**config.mk**
```make
export PLATFORM = sky130hd
export DESIGN_NAME = serial_baud_rate_generator
export DESIGN_NICKNAME = d
export VERILOG_FILES = /design/src/design/serial_baud_rate_generator_pkg.sv /design/src/design/serial_baud_rate_generator.sv
export VERILOG_INCLUDE_DIRS = /design/src /design/src/design
export SDC_FILE = /design/constraint.sdc
export NUM_CORES = 1
export LEC_CHECK = 0
export BUFFER_PORTS_ARGS = -buffer_cell sky130_fd_sc_hd__buf_2
export CAP_MARGIN = 25
export CORE_MARGIN = 2
export CORE_UTILIZATION = 53
export DETAILED_ROUTE_END_ITERATION = 7
export GPL_TIMING_DRIVEN = 0
export PLACE_DENSITY = 0.8
export SKIP_LAST_GASP = 1
export SLEW_MARGIN = 20
export SYNTH_ARGS = -nofsm -noshare
export SYNTH_HDL_FRONTEND = slang
export SYNTH_SLANG_ARGS = --single-unit
```
**constraint.sdc**
```tcl
create_clock -name CORE_CLK_IN -period 3.1 [get_ports CORE_CLK_IN]
set_input_delay 0.31 -clock CORE_CLK_IN [delete_from_list [all_inputs] [get_ports CORE_CLK_IN]]
set_output_delay 0.31 -clock CORE_CLK_IN [all_outputs]
set_load 0.05 [all_outputs]
```
**src/design/serial_baud_rate_generator_defines.svh**
```systemverilog
`ifndef SERIAL_BAUD_RATE_GENERATOR_DEFINES_SVH
`define SERIAL_BAUD_RATE_GENERATOR_DEFINES_SVH

// ----------------------------------------------------------------------
// Register byte addresses
// ----------------------------------------------------------------------
`define OFS_BAUD_CONTROL            8'h00
`define OFS_RECEIVE_STATUS_CONTROL  8'h04
`define OFS_RATE_DIVISOR_LOW        8'h08
`define OFS_RATE_DIVISOR_HIGH       8'h0C
`define OFS_TRANSMIT_STATUS_CONTROL 8'h10

// ----------------------------------------------------------------------
// Baud control bit positions
// ----------------------------------------------------------------------
`define BIT_AUTOBAUD_OVERFLOW       7
`define BIT_RECEIVE_IDLE            6
`define BIT_CLOCK_POLARITY          4
`define BIT_WIDE_DIVIDER            3
`define BIT_WAKEUP_ENABLE           1
`define BIT_AUTOBAUD_ENABLE         0
`define MASK_BAUD_CONTROL_RW        8'h9B

// ----------------------------------------------------------------------
// Transmit and receive status/control bit positions
// ----------------------------------------------------------------------
`define BIT_SYNC_MODE               4
`define BIT_HIGH_SPEED              2
`define BIT_TX_SHIFT_EMPTY          1
`define BIT_RX_FRAMING_ERROR        2
`define BIT_RX_OVERRUN_ERROR        1
`define MASK_TRANSMIT_RW            8'hFD
`define MASK_RECEIVE_RW             8'hF9

// ----------------------------------------------------------------------
// Reset values
// ----------------------------------------------------------------------
`define RST_BAUD_CONTROL            8'h00
`define RST_RECEIVE_STATUS_CONTROL  8'h00
`define RST_RATE_DIVISOR            8'h00
`define RST_TRANSMIT_STATUS_CONTROL 8'h00

// ----------------------------------------------------------------------
// Clocks per baud period after the timer, minus one
// ----------------------------------------------------------------------
`define MULT_DIV64_M1               6'h3F
`define MULT_DIV16_M1               6'h0F
`define MULT_DIV4_M1                6'h03

// ----------------------------------------------------------------------
// Bus responses
// ----------------------------------------------------------------------
`define RESP_OKAY                   2'h0
`define RESP_SLVERR                 2'h2

`endif

```
**src/design/serial_baud_rate_generator_pkg.sv**
```systemverilog
package serial_baud_rate_generator_pkg;

	// Write channel sequencing
	typedef enum logic [1:0] {
		WR_COLLECT = 2'b01,
		WR_RESPOND = 2'b10
	} write_state_type;

	// Read channel sequencing
	typedef enum logic [1:0] {
		RD_IDLE    = 2'b01,
		RD_RESPOND = 2'b10
	} read_state_type;

endpackage

```
**src/design/serial_baud_rate_generator.sv**
```systemverilog
`timescale 1ns/1ps
`include "serial_baud_rate_generator_defines.svh"

// Overview of operation
// - One rate timer, 8-bit or 16-bit, clocks both asynchronous and synchronous modes.
// - Timer is 8-bit after reset; wide-divider select switches it to 16-bit.
// - Timer runs freely; its period comes from the divisor low byte, and also from the high byte when wide divider is selected.
// - Asynchronous multiplier picked from high-speed and wide-divider selects together.
// - Async, narrow divider, low speed: rate is clock over 64 times (n+1).
// - Async, wide divider, low speed: rate is clock over 16 times (n+1).
// - Synchronous mode, either width: rate is clock over 4 times (n+1).
// - Writing either divisor byte clears the rate timer at once.
// - Baud control: overflow 7, idle 6, polarity 4, wide 3, wakeup 1, autobaud 0.
// - Transmit status/control holds synchronous select at 4, high speed at 2.
// - Divisor high byte gives bits 15:8, low byte gives bits 7:0.
// - Unimplemented bits read as zero and ignore writes.

module serial_baud_rate_generator
	import serial_baud_rate_generator_pkg::*;
(
	input  wire logic        CORE_CLK_IN,
	input  wire logic        SYS_RST_IN,
	// AXI4-Lite slave
	input  wire logic [7:0]  S_AXI_AWADDR_IN,
	input  wire logic        S_AXI_AWVALID_IN,
	output logic             S_AXI_AWREADY_OUT,
	input  wire logic [31:0] S_AXI_WDATA_IN,
	input  wire logic [3:0]  S_AXI_WSTRB_IN,
	input  wire logic        S_AXI_WVALID_IN,
	output logic             S_AXI_WREADY_OUT,
	output logic [1:0]       S_AXI_BRESP_OUT,
	output logic             S_AXI_BVALID_OUT,
	input  wire logic        S_AXI_BREADY_IN,
	input  wire logic [7:0]  S_AXI_ARADDR_IN,
	input  wire logic        S_AXI_ARVALID_IN,
	output logic             S_AXI_ARREADY_OUT,
	output logic [31:0]      S_AXI_RDATA_OUT,
	output logic [1:0]       S_AXI_RRESP_OUT,
	output logic             S_AXI_RVALID_OUT,
	input  wire logic        S_AXI_RREADY_IN,
	// Status from the rest of the serial port
	input  wire logic        RX_IDLE_IN,
	input  wire logic        RX_FRAMING_ERROR_IN,
	input  wire logic        RX_OVERRUN_ERROR_IN,
	input  wire logic        TX_SHIFT_EMPTY_IN,
	// Rate outputs and configuration to the rest of the port
	output logic             TIMER_TICK_OUT,
	output logic             BAUD_TICK_OUT,
	output logic [7:0]       BAUD_CONTROL_OUT,
	output logic [7:0]       RECEIVE_STATUS_CONTROL_OUT,
	output logic [7:0]       TRANSMIT_STATUS_CONTROL_OUT
);

	// ----------------------------------------------------------------------
	// Functions
	// ----------------------------------------------------------------------

	// Clocks per baud period after the timer, minus one
	function automatic logic [5:0] mult_m1(input logic sync_mode, input logic wide,
			input logic high_speed);
		logic [5:0] m;
		m = `MULT_DIV4_M1;
		if (sync_mode) begin
			m = `MULT_DIV4_M1;
		end else if (!wide && !high_speed) begin
			m = `MULT_DIV64_M1;
		end else if (wide && !high_speed) begin
			m = `MULT_DIV16_M1;
		end else if (!wide && high_speed) begin
			m = `MULT_DIV16_M1;
		end else begin
			m = `MULT_DIV4_M1;
		end
		return m;
	endfunction

	// Write one byte lane into a register, keeping only implemented bits
	function automatic logic [7:0] merge_byte(input logic [7:0] old_val,
			input logic [7:0] new_val, input logic [7:0] rw_mask);
		return (old_val & ~rw_mask) | (new_val & rw_mask);
	endfunction

	// ----------------------------------------------------------------------
	// Declarations
	// ----------------------------------------------------------------------

	write_state_type wr_state_q, wr_state_d;
	read_state_type  rd_state_q, rd_state_d;

	logic        aw_held_q, aw_held_d;
	logic [7:0]  aw_addr_q, aw_addr_d;
	logic        w_held_q, w_held_d;
	logic [7:0]  w_data_q, w_data_d;
	logic        w_strb_q, w_strb_d;
	logic [1:0]  bresp_q, bresp_d;
	logic [31:0] rdata_q, rdata_d;
	logic [1:0]  rresp_q, rresp_d;

	logic [7:0]  baud_ctl_q, baud_ctl_d;
	logic [7:0]  rx_ctl_q, rx_ctl_d;
	logic [7:0]  tx_ctl_q, tx_ctl_d;
	logic [7:0]  div_low_q, div_low_d;
	logic [7:0]  div_high_q, div_high_d;

	logic [15:0] timer_q, timer_d;
	logic [5:0]  post_q, post_d;
	logic        timer_tick_q, timer_tick_d;
	logic        baud_tick_q, baud_tick_d;

	logic        aw_take;
	logic        w_take;
	logic        aw_have;
	logic        w_have;
	logic        do_write;
	logic [7:0]  wr_addr;
	logic [7:0]  wr_data;
	logic        wr_lane;
	logic        div_written;
	logic [15:0] period_m1;
	logic [7:0]  baud_ctl_rd;
	logic [7:0]  rx_ctl_rd;
	logic [7:0]  tx_ctl_rd;

	// ----------------------------------------------------------------------
	// Bus handshakes
	// ----------------------------------------------------------------------

	// Address and data accepted in either order, one write in flight
	assign S_AXI_AWREADY_OUT = (wr_state_q == WR_COLLECT) && !aw_held_q;
	assign S_AXI_WREADY_OUT  = (wr_state_q == WR_COLLECT) && !w_held_q;
	assign S_AXI_ARREADY_OUT = (rd_state_q == RD_IDLE);
	assign S_AXI_BVALID_OUT  = (wr_state_q == WR_RESPOND);
	assign S_AXI_RVALID_OUT  = (rd_state_q == RD_RESPOND);
	assign S_AXI_BRESP_OUT   = bresp_q;
	assign S_AXI_RDATA_OUT   = rdata_q;
	assign S_AXI_RRESP_OUT   = rresp_q;

	// Write decode terms
	assign aw_take  = S_AXI_AWVALID_IN && S_AXI_AWREADY_OUT;
	assign w_take   = S_AXI_WVALID_IN && S_AXI_WREADY_OUT;
	assign aw_have  = aw_held_q || aw_take;
	assign w_have   = w_held_q || w_take;
	assign do_write = (wr_state_q == WR_COLLECT) && aw_have && w_have;
	assign wr_addr  = aw_held_q ? aw_addr_q : S_AXI_AWADDR_IN;
	assign wr_data  = w_held_q ? w_data_q : S_AXI_WDATA_IN[7:0];
	assign wr_lane  = w_held_q ? w_strb_q : S_AXI_WSTRB_IN[0];

	// Readback views with live status bits
	assign baud_ctl_rd = {baud_ctl_q[7], RX_IDLE_IN, baud_ctl_q[5:0]};
	assign rx_ctl_rd   = {rx_ctl_q[7:3], RX_FRAMING_ERROR_IN, RX_OVERRUN_ERROR_IN,
		rx_ctl_q[0]};
	assign tx_ctl_rd   = {tx_ctl_q[7:2], TX_SHIFT_EMPTY_IN, tx_ctl_q[0]};

	// ----------------------------------------------------------------------
	// Write channel and register file
	// ----------------------------------------------------------------------

	// Next state of write channel and writable registers
	always_comb begin
		wr_state_d  = wr_state_q;
		aw_held_d   = aw_held_q;
		aw_addr_d   = aw_addr_q;
		w_held_d    = w_held_q;
		w_data_d    = w_data_q;
		w_strb_d    = w_strb_q;
		bresp_d     = bresp_q;
		baud_ctl_d  = baud_ctl_q;
		rx_ctl_d    = rx_ctl_q;
		tx_ctl_d    = tx_ctl_q;
		div_low_d   = div_low_q;
		div_high_d  = div_high_q;
		div_written = 1'b0;
		case (wr_state_q)
			WR_COLLECT: begin
				if (aw_take && !do_write) begin
					aw_held_d = 1'b1;
					aw_addr_d = S_AXI_AWADDR_IN;
				end
				if (w_take && !do_write) begin
					w_held_d = 1'b1;
					w_data_d = S_AXI_WDATA_IN[7:0];
					w_strb_d = S_AXI_WSTRB_IN[0];
				end
				if (do_write) begin
					aw_held_d  = 1'b0;
					w_held_d   = 1'b0;
					bresp_d    = `RESP_OKAY;
					wr_state_d = WR_RESPOND;
					case (wr_addr)
						`OFS_BAUD_CONTROL: begin
							if (wr_lane) begin
								baud_ctl_d = merge_byte(baud_ctl_q, wr_data,
									`MASK_BAUD_CONTROL_RW);
							end
						end
						`OFS_RECEIVE_STATUS_CONTROL: begin
							if (wr_lane) begin
								rx_ctl_d = merge_byte(rx_ctl_q, wr_data, `MASK_RECEIVE_RW);
							end
						end
						`OFS_RATE_DIVISOR_LOW: begin
							if (wr_lane) begin
								div_low_d   = wr_data;
								div_written = 1'b1;
							end
						end
						`OFS_RATE_DIVISOR_HIGH: begin
							if (wr_lane) begin
								div_high_d  = wr_data;
								div_written = 1'b1;
							end
						end
						`OFS_TRANSMIT_STATUS_CONTROL: begin
							if (wr_lane) begin
								tx_ctl_d = merge_byte(tx_ctl_q, wr_data,
									`MASK_TRANSMIT_RW);
							end
						end
						default: begin
							bresp_d = `RESP_SLVERR;
						end
					endcase
				end
			end
			WR_RESPOND: begin
				if (S_AXI_BREADY_IN) begin
					wr_state_d = WR_COLLECT;
				end
			end
			default: begin
				wr_state_d = WR_COLLECT;
			end
		endcase
	end

	// Registers of the write channel
	always_ff @(posedge CORE_CLK_IN or posedge SYS_RST_IN) begin
		if (SYS_RST_IN) begin
			wr_state_q <= WR_COLLECT;
			aw_held_q  <= 1'b0;
			aw_addr_q  <= 8'h00;
			w_held_q   <= 1'b0;
			w_data_q   <= 8'h00;
			w_strb_q   <= 1'b0;
			bresp_q    <= `RESP_OKAY;
			baud_ctl_q <= `RST_BAUD_CONTROL;
			rx_ctl_q   <= `RST_RECEIVE_STATUS_CONTROL;
			tx_ctl_q   <= `RST_TRANSMIT_STATUS_CONTROL;
			div_low_q  <= `RST_RATE_DIVISOR;
			div_high_q <= `RST_RATE_DIVISOR;
		end else begin
			wr_state_q <= wr_state_d;
			aw_held_q  <= aw_held_d;
			aw_addr_q  <= aw_addr_d;
			w_held_q   <= w_held_d;
			w_data_q   <= w_data_d;
			w_strb_q   <= w_strb_d;
			bresp_q    <= bresp_d;
			baud_ctl_q <= baud_ctl_d;
			rx_ctl_q   <= rx_ctl_d;
			tx_ctl_q   <= tx_ctl_d;
			div_low_q  <= div_low_d;
			div_high_q <= div_high_d;
		end
	end

	// ----------------------------------------------------------------------
	// Read channel
	// ----------------------------------------------------------------------

	// Next state of read channel; upper data bits always zero
	always_comb begin
		rd_state_d = rd_state_q;
		rdata_d    = rdata_q;
		rresp_d    = rresp_q;
		case (rd_state_q)
			RD_IDLE: begin
				if (S_AXI_ARVALID_IN) begin
					rd_state_d = RD_RESPOND;
					rresp_d    = `RESP_OKAY;
					rdata_d    = 32'h0000_0000;
					case (S_AXI_ARADDR_IN)
						`OFS_BAUD_CONTROL:            rdata_d[7:0] = baud_ctl_rd;
						`OFS_RECEIVE_STATUS_CONTROL:  rdata_d[7:0] = rx_ctl_rd;
						`OFS_RATE_DIVISOR_LOW:        rdata_d[7:0] = div_low_q;
						`OFS_RATE_DIVISOR_HIGH:       rdata_d[7:0] = div_high_q;
						`OFS_TRANSMIT_STATUS_CONTROL: rdata_d[7:0] = tx_ctl_rd;
						default:                      rresp_d      = `RESP_SLVERR;
					endcase
				end
			end
			RD_RESPOND: begin
				if (S_AXI_RREADY_IN) begin
					rd_state_d = RD_IDLE;
				end
			end
			default: begin
				rd_state_d = RD_IDLE;
			end
		endcase
	end

	// Registers of the read channel
	always_ff @(posedge CORE_CLK_IN or posedge SYS_RST_IN) begin
		if (SYS_RST_IN) begin
			rd_state_q <= RD_IDLE;
			rdata_q    <= 32'h0000_0000;
			rresp_q    <= `RESP_OKAY;
		end else begin
			rd_state_q <= rd_state_d;
			rdata_q    <= rdata_d;
			rresp_q    <= rresp_d;
		end
	end

	// ----------------------------------------------------------------------
	// Rate timer and multiplier
	// ----------------------------------------------------------------------

	// Period source: low byte only unless wide divider selected
	assign period_m1 = baud_ctl_q[`BIT_WIDE_DIVIDER] ? {div_high_q, div_low_q}
		: {8'h00, div_low_q};

	// Free-running timer with post multiplier
	always_comb begin
		timer_d      = timer_q + 16'h0001;
		post_d       = post_q;
		timer_tick_d = 1'b0;
		baud_tick_d  = 1'b0;
		if (div_written) begin
			timer_d = 16'h0000;
			post_d  = 6'h00;
		end else if (timer_q >= period_m1) begin
			timer_d      = 16'h0000;
			timer_tick_d = 1'b1;
			if (post_q >= mult_m1(tx_ctl_q[`BIT_SYNC_MODE], baud_ctl_q[`BIT_WIDE_DIVIDER],
					tx_ctl_q[`BIT_HIGH_SPEED])) begin
				post_d      = 6'h00;
				baud_tick_d = 1'b1;
			end else begin
				post_d = post_q + 6'h01;
			end
		end
	end

	// Registers of the timer
	always_ff @(posedge CORE_CLK_IN or posedge SYS_RST_IN) begin
		if (SYS_RST_IN) begin
			timer_q      <= 16'h0000;
			post_q       <= 6'h00;
			timer_tick_q <= 1'b0;
			baud_tick_q  <= 1'b0;
		end else begin
			timer_q      <= timer_d;
			post_q       <= post_d;
			timer_tick_q <= timer_tick_d;
			baud_tick_q  <= baud_tick_d;
		end
	end

	// ----------------------------------------------------------------------
	// Outputs to the rest of the port
	// ----------------------------------------------------------------------

	// Configuration and ticks, all from flip-flops
	assign TIMER_TICK_OUT              = timer_tick_q;
	assign BAUD_TICK_OUT               = baud_tick_q;
	assign BAUD_CONTROL_OUT            = baud_ctl_q;
	assign RECEIVE_STATUS_CONTROL_OUT  = rx_ctl_q;
	assign TRANSMIT_STATUS_CONTROL_OUT = tx_ctl_q;

endmodule

```
# --- Word level (Yosys, flattened, before mapping) ---
# Cells that the tools add are included.
word_totals:
  register_bits: 99
  inputBits: 63
  out_inout_bits: 67
  word_cells: 118
op_classes:
  add_sub_neg: 2
  n_lt_le_gt_ge: 2
  n_eq_ne: 16
  n_mux: 37
  n_bitwise: 3
  reduce_logical: 39
op_table:
  columns: ["op", "count"]
  rows:
  - ["two-way mux 16 bit", 3]
  - ["two-way mux 6 bit", 7]
  - ["one-hot mux 8 bit (5 select lines)", 1]
  - ["equality test 8 x 4 -> 1 bit (second input constant)", 4]
  - ["AND reduction 4 bit", 5]
  - ["adder 16 x 1 -> 16 bit (second input constant)", 1]
  - ["equality test 8 x 3 -> 1 bit (second input constant)", 2]
  - ["equality test 8 x 5 -> 1 bit (second input constant)", 2]
  - [">= comparator 16 bit", 1]
  - ["logical NOT 8 bit", 2]
  - ["two-way mux 8 bit", 2]
  - ["AND reduction 2 bit", 8]
  - ["two-way mux 1 bit", 14]
  - ["two-way mux 2 bit", 6]
  - ["logical AND 1 bit", 11]
  - ["OR reduction 5 bit", 2]
  - ["two-way mux 4 bit", 2]
  - ["bitwise OR 2 x 8 -> 8 bit", 1]
  - ["bitwise OR 3 x 8 -> 8 bit", 1]
  - ["bitwise OR 7 x 8 -> 8 bit", 1]
  - ["one-hot mux 2 bit (2 select lines)", 2]
  - ["adder 6 x 1 -> 6 bit (second input constant)", 1]
  - [">= comparator 6 bit", 1]
  - ["nonzero test 2 bit", 3]
  - ["7 further kinds", 16]

# --- Depth between registers and ports, before layout ---
# Gate-level depths: netlist of the first run.
depth:
  depth_word: 13
  mapped_depth: 9
  mapped_depth_nobuf: 7

# --- Least setup slack after synthesis of the first run ---
# No wires, ideal clock.
synth_path:
  path_kind: "reg2reg"
  start: "reg baud_ctl_q[3] (netlist: BAUD_CONTROL_OUT[3])"
  end: "reg post_q[2]"
  setup_ns: 0.101
  arrival_ns: 2.591
  t_required_ns: 2.999
  path_slack_ns: 0.408
  stages_incl_launch_ff: 9
  path_buffers: 1
  synth_period_minus_slack_ns: 2.692
  cell_sequence: "dfrtp_1 > clkbuf_1 > nand2_1 > ha_1 > nand4_1 > a211o_1 > o32ai_1 > o21ai_0 > o32ai_1"
synth_between:
  elab_chain_len: 12
  word_cells_on_any_way: 17
  cone_classes: "2 x order compare; 10 x mux; 5 x reduce/logical"
synth_rtl:
  columns: ["item", "line_no", "source"]
  rows:
  - ["start: declaration", "serial_baud_rate_generator.sv:99", "logic [7:0] baud_ctl_q, baud_ctl_d;"]
  - ["start signal: assignment", "serial_baud_rate_generator.sv:246", "baud_ctl_q <= `RST_BAUD_CONTROL;"]
  - ["start signal: assignment", "serial_baud_rate_generator.sv:259", "baud_ctl_q <= baud_ctl_d;"]
  - ["logical NOT 1 bit", "serial_baud_rate_generator.sv:65, serial_baud_rate_generator.sv:69", null]
  - ["logical AND 1 bit", "serial_baud_rate_generator.sv:69", "end else if (!wide && high_speed) begin"]
  - ["two-way mux 4 bit", "serial_baud_rate_generator.sv:69", null]
  - ["two-way mux 4 bit", "serial_baud_rate_generator.sv:67", "end else if (wide && !high_speed) begin"]
  - ["two-way mux 6 bit", "serial_baud_rate_generator.sv:65", "end else if (!wide && !high_speed) begin"]
  - ["two-way mux 6 bit", "serial_baud_rate_generator.sv:63", "if (sync_mode) begin"]
  - ["two-way mux 6 bit", "serial_baud_rate_generator.sv:333", "end else if (timer_q >= period_m1) begin"]
  - ["two-way mux 6 bit", "serial_baud_rate_generator.sv:330", "if (div_written) begin"]
  - [">= comparator 6 bit", "serial_baud_rate_generator.sv:336", "if (post_q >= mult_m1(tx_ctl_q[`BIT_SYNC_MODE], baud_ctl_q[`BIT_WIDE_DIVIDER],"]
  - ["two-way mux 6 bit", "serial_baud_rate_generator.sv:336", null]
  - ["two-way mux 6 bit", "serial_baud_rate_generator.sv:333", null]
  - ["two-way mux 6 bit", "serial_baud_rate_generator.sv:330", null]
  - ["end signal: assignment", "serial_baud_rate_generator.sv:355", "post_q <= post_d;"]
  - ["end: declaration", "serial_baud_rate_generator.sv:106", "logic [5:0] post_q, post_d;"]
# Several ways; a longest one is shown, not always the timed one. The select of a mux whose other input is x is not followed.
# A chain may end at the register's enable or synchronous reset.

# --- Final worst setup path of the first run ---
layout_path:
  start: "reg timer_q[0]"
  end: "reg timer_q[11]"
layout_between:
  elab_chain_len: 3
  word_cells_on_any_way: 4
  cone_classes: "1 x add/sub; 1 x order compare; 2 x mux"
layout_rtl:
  columns: ["item", "line_no", "source"]
  rows:
  - ["start: declaration", "serial_baud_rate_generator.sv:105", "logic [15:0] timer_q, timer_d;"]
  - ["start signal: assignment", "serial_baud_rate_generator.sv:354", "timer_q <= timer_d;"]
  - ["adder 16 x 1 -> 16 bit or >= comparator 16 bit (tied branches)", "serial_baud_rate_generator.sv:326, serial_baud_rate_generator.sv:333", null]
  - ["two-way mux 16 bit *", "serial_baud_rate_generator.sv:333", null]
  - ["two-way mux 16 bit *", "serial_baud_rate_generator.sv:330", null]
  - ["named net timer_d[11]", "serial_baud_rate_generator.sv:105", null]
# Mark *: on every way through the listed nets, which the timed path passes. The rest lies on a longest branch.

==> summary.txt, run 1 <==
Worst setup path
  • Critical Path Sink Type: flip-flop
  • Worst reg-to-reg setup slack: 0.31 ns
  • Crit path launch type: flip-flop
  • Crit path required time: 3.38 ns
  • WS Path Type: flip-flop to flip-flop
  • Crit path DAT: 3.08 ns
  • Max FO, Critical Path: 10

Route
  • Drt total wl: 10.6 mm
  • TritonRoute pass-1 iters: 6
  • DR WL/cell: 15.3 um
  • Initial detailed-routing violation count: 201
  • Vias: 3804
  • Antenna viol nets, final: 0
  • Vias/cell: 5.51
  • DRC viols: 0

Final layout
  • Design area: 5830 um^2
  • Ant diodes: 0
  • Post-Layout Cell Count: 691
  • Number of fill cells: 748
  • Area Overhead vs Synth: 17.0%
  • Fin util: 0.634
  • Fraction of layout cells with a size suffix above 1: 0.329
  • Layout Nets: 660

STA
  • Fmax: 358 MHz
  • Slew headroom: 0.410
  • Slew Viols, Final: 0
  • Worst setup margin: 0.306 ns
  • Worst Max-Slew Pin Slew: 0.863 ns
  • Final Hold Slack: 0.00944 ns
  • Hold Fails Final Rpt: 0
  • Fin crit period: 2.79 ns
  • RSZ-0062 raised after global routing: no
  • Setup Viol. Count Final: 0
  • Period utilization: 0.901
  • Clk_skew: 0.0125 ns

GRT
  • Number of global-route vias before repair: 3695
  • GRT Util Overall: 0.221
  • GRT overflow: 0
  • First-pass GRT wire length: 17.8 mm
  • Largest net degree at the start of global routing: 49
  • Initial antenna violation count: 0

Power
  • LEAKAGE: 0.00296 uW
  • Power density over the cells: 733 nW/um^2
  • Peak supply drop: 0.668 mV

Clock network
  • H-tree depth: 3
  • Reg clk slew, reported paths: 0.10 ns
  • Sink Count: 91
  • Clock Path Buffers: 2
  • Clock Latency Late Sink: 0.36 ns
  • TritonCTS buffer count: 9
  • Cts-stage hold buffer count: 0
  • CTS tree: built
  • Clock root buffer: clkbuf_8

Min path
  • HP Class: input port to asynchronous set/reset pin

Placement
  • Detailed Place HPWL: 8.23 mm
  • Place WS: 0.190 ns
  • Port Buffers: 70
  • Inst Count DP: 675
  • GPL Wtd Cong: 0.799
  • Placed Area: 5620 um^2

Status
  • Outcome: completed

Synthesis
  • Synthesized instance count: 462
  • Post-synthesis sequential area ratio: 0.457
  • YS warnings: 0
  • Avg Cell Area, Syn: 10.8 um^2
  • Post-synth EDFFs: 0
  • Post-synthesis async set-or-reset flop share: 1.00
  • Post-Syn Area: 4990 um^2
  • Area leader, netlist: dfrtp_1
  • Yosys top cell area share: 0.446
  • Top cells by area in the synthesized netlist: dfrtp_1 45%, mux2_2 12%, ha_1 5.5%, buf_4 5.0%, nand2_1 2.9%
  • Dominant synthesized flop cell: dfrtp_1
  • Seq cells post-synth: 91
  • Netlist cell types: 60

Job
  • Maximum capacitance violations: 0

Floorplanning
  • Initial Utilization: 0.542
  • Die width: 101 um
  • # rows: 35
  • Die Y: 101 um
  • Num ports: 130
  • Die area: 10200 um^2
  • Core area: 9200 um^2
==> cells in the final DEF, fill, tap and decap left out, types with 3 or more instances in the layout <==
cell,n
a21o_1,3
a21oi_1,10
a222oi_1,6
and3_1,7
buf_2,72
buf_4,33
clkbuf_1,6
clkbuf_8,9
conb_1,32
dfrtp_1,89
ha_1,22
inv_1,17
inv_6,3
mux2_2,55
mux2i_1,13
nand2_1,38
nand2b_1,6
nand3_1,10
nand3b_1,3
nand4_1,7
nor2_1,34
nor3_1,5
o21a_1,3
o21ai_0,24
o22ai_1,3
or3_1,3
xnor2_1,5
xor2_1,9
==> worst paths after layout <==
| path | to | start | cells past startpoint |
|---|---|---|---|
| min in group CORE_CLK_IN | wr_state_q[0]$_DFFE_PP1P_ | S_AXI_BREADY_IN | 3 |
| setup / recovery | timer_q[11]$_DFF_PP0_ | timer_q[0]$_DFF_PP0_ | 8 |
| setup reg to reg | timer_q[11]$_DFF_PP0_ | timer_q[0]$_DFF_PP0_ | 8 |
| hold / removal | aw_addr_q[0]$_DFFE_PP0P_ | SYS_RST_IN | 2 |
| max in group asynchronous | rd_state_q[0]$_DFFE_PP1P_ | SYS_RST_IN | 3 |
| hold reg to reg | S_AXI_RDATA_OUT[3]$_DFFE_PP0P_ | S_AXI_RDATA_OUT[3]$_DFFE_PP0P_ | 2 |
==> registers in the layout, indices dropped and copies added, names as in the netlist, 7 cells and up <==
signal                       count
timer_q                         16
S_AXI_RDATA_OUT                  8
aw_addr_q                        8
div_high_q                       8
div_low_q                        8
w_data_q                         8
TRANSMIT_STATUS_CONTROL_OUT      7
==> cell families after synthesis <==
| kind of cell | count (synthesis) | share of synthesized area |
|---|---|---|
| xor gates and xnor gates | 14 | 0.0246 |
| AOI/OAI and AO/OA | 72 | 0.0961 |
| buffers and inverters | 61 | 0.0727 |
| and+or+nand+nor | 133 | 0.143 |
| muxes | 68 | 0.150 |
| other | 1 | 0.000752 |
| DFF | 91 | 0.457 |
| adders and majority gates | 22 | 0.0552 |
==> cells in the mapped netlist, drive strengths merged (4+ instances only) <==
cell / n
clkbuf: 6
inv: 18
xor2: 9
xnor2: 5
and3: 7
a222oi: 6
a21oi: 10
mux2i: 13
nand2b: 7
nor3: 7
nand3: 10
o21ai: 26
buf: 37
ha: 22
or3: 4
mux2: 55
nand4: 7
nor2: 34
nand2: 40
dfrtp: 89
==> through the flow <==
stage	total power [uW]	TNS (ns)
after floorplan	3040	0
after global placement	3380	-48.60
after detailed placement	3460	0
after CTS	4270	0
after global routing	4520	0
final	4280	0
==> power by group <==
group | internal [uW] | leakage, uW | total (uW) | switching [uW]
Clock | 379 | 0.000100 | 811 | 433
Sequential | 1470 | 0.00119 | 1670 | 201
Combinational | 666 | 0.00167 | 1800 | 1130
==> per-layer routing <==
metal	share of wire	global-route usage	routed length, um
met1	0.43	0.295	4590
met2	0.50	0.374	5330
met3	0.051	0.0319	537
met4	0.013	0.0707	136
met5	0	0	0
==> repair_timing <==
action	4_1_cts	5_1_grt
gates resized for setup	0	2
buffers inserted	0	0
endpoints found under the setup margin	0	14
==> final cells by class <==
cell class / instances / area, um^2 / area share
Inverter: 18 / 70.1 / 0.0120
Buffer: 43 / 295 / 0.0506
Timing Repair Buffer: 71 / 378 / 0.0648
Sequential cell: 91 / 2280 / 0.391
Clock buffer: 9 / 124 / 0.0212
Tap cell: 111 / 139 / 0.0238
Multi-Input combinational cell: 341 / 2470 / 0.424
Clock inverter: 7 / 73.8 / 0.0127
==> worst max-delay path, cell delays in order (launching register included) <==
cell,delay [ns]
dfrtp_1,0.42
inv_1,0.06
ha_1,0.26
nand2b_1,0.14
a2111oi_0,0.79
o32a_1,0.40
nand3_1,0.27
buf_4,0.28
nor2_1,0.11
Note: power is estimated with default switching activity, not from simulation.
==> inputs of run 2 (changes only) <==
==> constraint.sdc (replaced) <==
create_clock -name CORE_CLK_IN -period 3.1 [get_ports CORE_CLK_IN]
set_input_delay 0 -clock CORE_CLK_IN [delete_from_list [all_inputs] [get_ports CORE_CLK_IN]]
set_output_delay 0 -clock CORE_CLK_IN [all_outputs]
set_load 0.05 [all_outputs]
==> run 2 against run 1 <==
Net effect: die area did not move; combinational power rose by 3%; worst hold slack improved by 0.072 ns; sequential cell count did not move; critical path depth did not move; global-route usage rose by 1.1 points; sequential power barely moved; via count rose by 3.5%; first-iteration DRC count rose by 9.5%; routed wire length rose by 4.9%; clock skew fell by 0.0013 ns; sequential share of layout area fell by 1.5 points; highest routed layer unchanged.
==> summary.txt, run 2 (synthesis gave the netlist of run 1 again) <==
Power
  • LEAKAGE: 0.00306 uW
  • PnR Total Power: 4330 uW
  • Power density over the cells: 714 nW/um^2
  • Peak supply drop: 0.812 mV

Placement
  • Port Buffers: 70
  • Detailed Place HPWL: 8.23 mm
  • Place WS: 0.190 ns
  • GPL Wtd Cong: 0.799

GRT
  • GRT Util Overall: 0.233
  • Initial antenna violation count: 0
  • Largest net degree at the start of global routing: 49
  • GRT overflow: 0
  • Number of global-route vias before repair: 3893
  • First-pass GRT wire length: 18.7 mm

Final layout
  • Ant diodes: 0
  • Max FFs per register: 16
  • Fraction of layout cells with a size suffix above 1: 0.317
  • Register area: 2280 um^2
  • Area Overhead vs Synth: 21.6%
  • Most common cell after layout, fill and taps aside: dfrtp_1
  • Number of fill cells: 714
  • Layout Nets: 683
  • Reg with most FFs: timer_q
  • Multi-input logic area: 2470 um^2
  • Commonest non-fill, non-tap cells in the layout: 89 x dfrtp_1, 72 x buf_2, 55 x mux2_2, 38 x nand2_1, 34 x nor2_1

Route
  • TritonRoute pass-1 iters: 5
  • DR WL/cell: 15.6 um
  • DRC viols: 0
  • Antenna viol nets, final: 0
  • Vias: 3937
  • Initial detailed-routing violation count: 220
  • Vias/cell: 5.51
  • Drt total wl: 11.1 mm

STA
  • RSZ-0062 raised after global routing: no
  • Setup Viol. Count Final: 0
  • Fmax: 359 MHz
  • Hold Fails Final Rpt: 0
  • Slew headroom: 0.417
  • Clk_skew: 0.0111 ns
  • Worst setup margin: 0.317 ns
  • Slew Viols, Final: 0
  • Worst Max-Slew Pin Slew: 0.852 ns
  • Period utilization: 0.898
  • Fin crit period: 2.78 ns

Worst setup path
  • Worst reg-to-reg setup slack: 0.32 ns
  • WS Path Type: flip-flop to flip-flop
  • Crit path launch type: flip-flop
  • CP Cell Sequence: inv_1, ha_1, nand2b_1, a2111oi_0, o32a_1, nand3_1, buf_4, nor2_1
  • Crit path required time: 3.38 ns
  • Slowest cell on the critical path: a2111oi_0
  • Max FO, Critical Path: 10
  • Critical Path Sink Type: flip-flop
  • Peak per-stage delay on the critical path: 0.78 ns
  • Crit path DAT: 3.07 ns
  • Buf+Inv Stages, Crit Path: 2
  • CP delay by family, top: compound AO/OA/AOI/OAI gates

Floorplanning
  • Core area: 9200 um^2
  • Die width: 101 um
  • Die area: 10200 um^2
  • Initial Utilization: 0.542
  • Die Y: 101 um
  • # rows: 35
  • Num ports: 130

Clock network
  • Setup bufs post-CTS: 0
  • Clock Path Buffers: 2
  • Reg clk slew, reported paths: 0.09 ns
  • Clock Latency Late Sink: 0.36 ns
  • TritonCTS buffer count: 9
  • CTS tree: built
  • Clock root buffer: clkbuf_8
  • Sink Count: 91
  • H-tree depth: 3

Job
  • Maximum capacitance violations: 0

Status
  • Outcome: completed

Min path
  • HP Class: input port to flip-flop
==> run 2: cell types whose count changed in the layout (fill, tap and decap cells not counted), sizes merged <==
cell / previous run / this run
dlygate4sd3: 0 / 23
==> run 2: final timing paths <==
check	cells past startpoint	endpoint	from
hold reg to reg	2	S_AXI_RRESP_OUT[1]$_DFFE_PP0P_	S_AXI_RRESP_OUT[1]$_DFFE_PP0P_
setup reg to reg	8	timer_q[11]$_DFF_PP0_	timer_q[0]$_DFF_PP0_
hold / removal	3	rd_state_q[0]$_DFFE_PP1P_	S_AXI_ARVALID_IN
max in group asynchronous	4	rd_state_q[0]$_DFFE_PP1P_	SYS_RST_IN
setup / recovery	8	timer_q[11]$_DFF_PP0_	timer_q[0]$_DFF_PP0_
min in group asynchronous	3	aw_addr_q[7]$_DFFE_PP0P_	SYS_RST_IN
==> run 2: stage by stage <==
stage                     hold slack [ns]  cells  setup TNS [ns]  instance area [um^2]  utilization
after CTS                          0.0716    714               0                  6050        0.658
final                              0.0813    714               0                  6060        0.659
after floorplan                     0.140    493               0                  5100            -
after global placement              0.239    674          -21.01                  5590        0.608
after global routing               0.0921    714               0                  6060        0.659
after detailed placement            0.102    675               0                  5620        0.612
==> run 2: layer usage <==
layer / routed length (um) / global-route usage / part of all wire
met4: 159 / 0.0790 / 0.014
met2: 5720 / 0.404 / 0.51
met1: 4690 / 0.300 / 0.42
met5: 0 / 0 / 0
met3: 547 / 0.0326 / 0.049
==> run 2: cell type report <==
type,instances,area share
Timing Repair Buffer,94,0.100
Inverter,18,0.0116
Buffer,43,0.0487
Tap cell,111,0.0229
Clock buffer,9,0.0204
Clock inverter,7,0.0122
Multi-Input combinational cell,341,0.408
Sequential cell,91,0.376
==> run 2: what timing repair did <==
action,in CTS,in global routing
hold buffers,23,0
gates resized for setup,0,2
endpoints found under the hold margin,65,0
endpoints found under the setup margin,0,15
==> run 2: worst reg2reg max path: cells and delay by family (launching register included) <==
| family | cells | cell delay [ns] |
|---|---|---|
| fa+ha+maj | 1 | 0.26 |
| compound gates | 2 | 1.18 |
| simple gates | 3 | 0.52 |
| buf+inv | 2 | 0.34 |
| flops | 1 | 0.42 |
==> run 2: power by group <==
group / total, uW / internal, uW / leakage [uW] / switching, uW
Combinational: 1850 / 696 / 0.00176 / 1150
Sequential: 1670 / 1470 / 0.00119 / 203
Clock: 812 / 379 / 0.000100 / 433
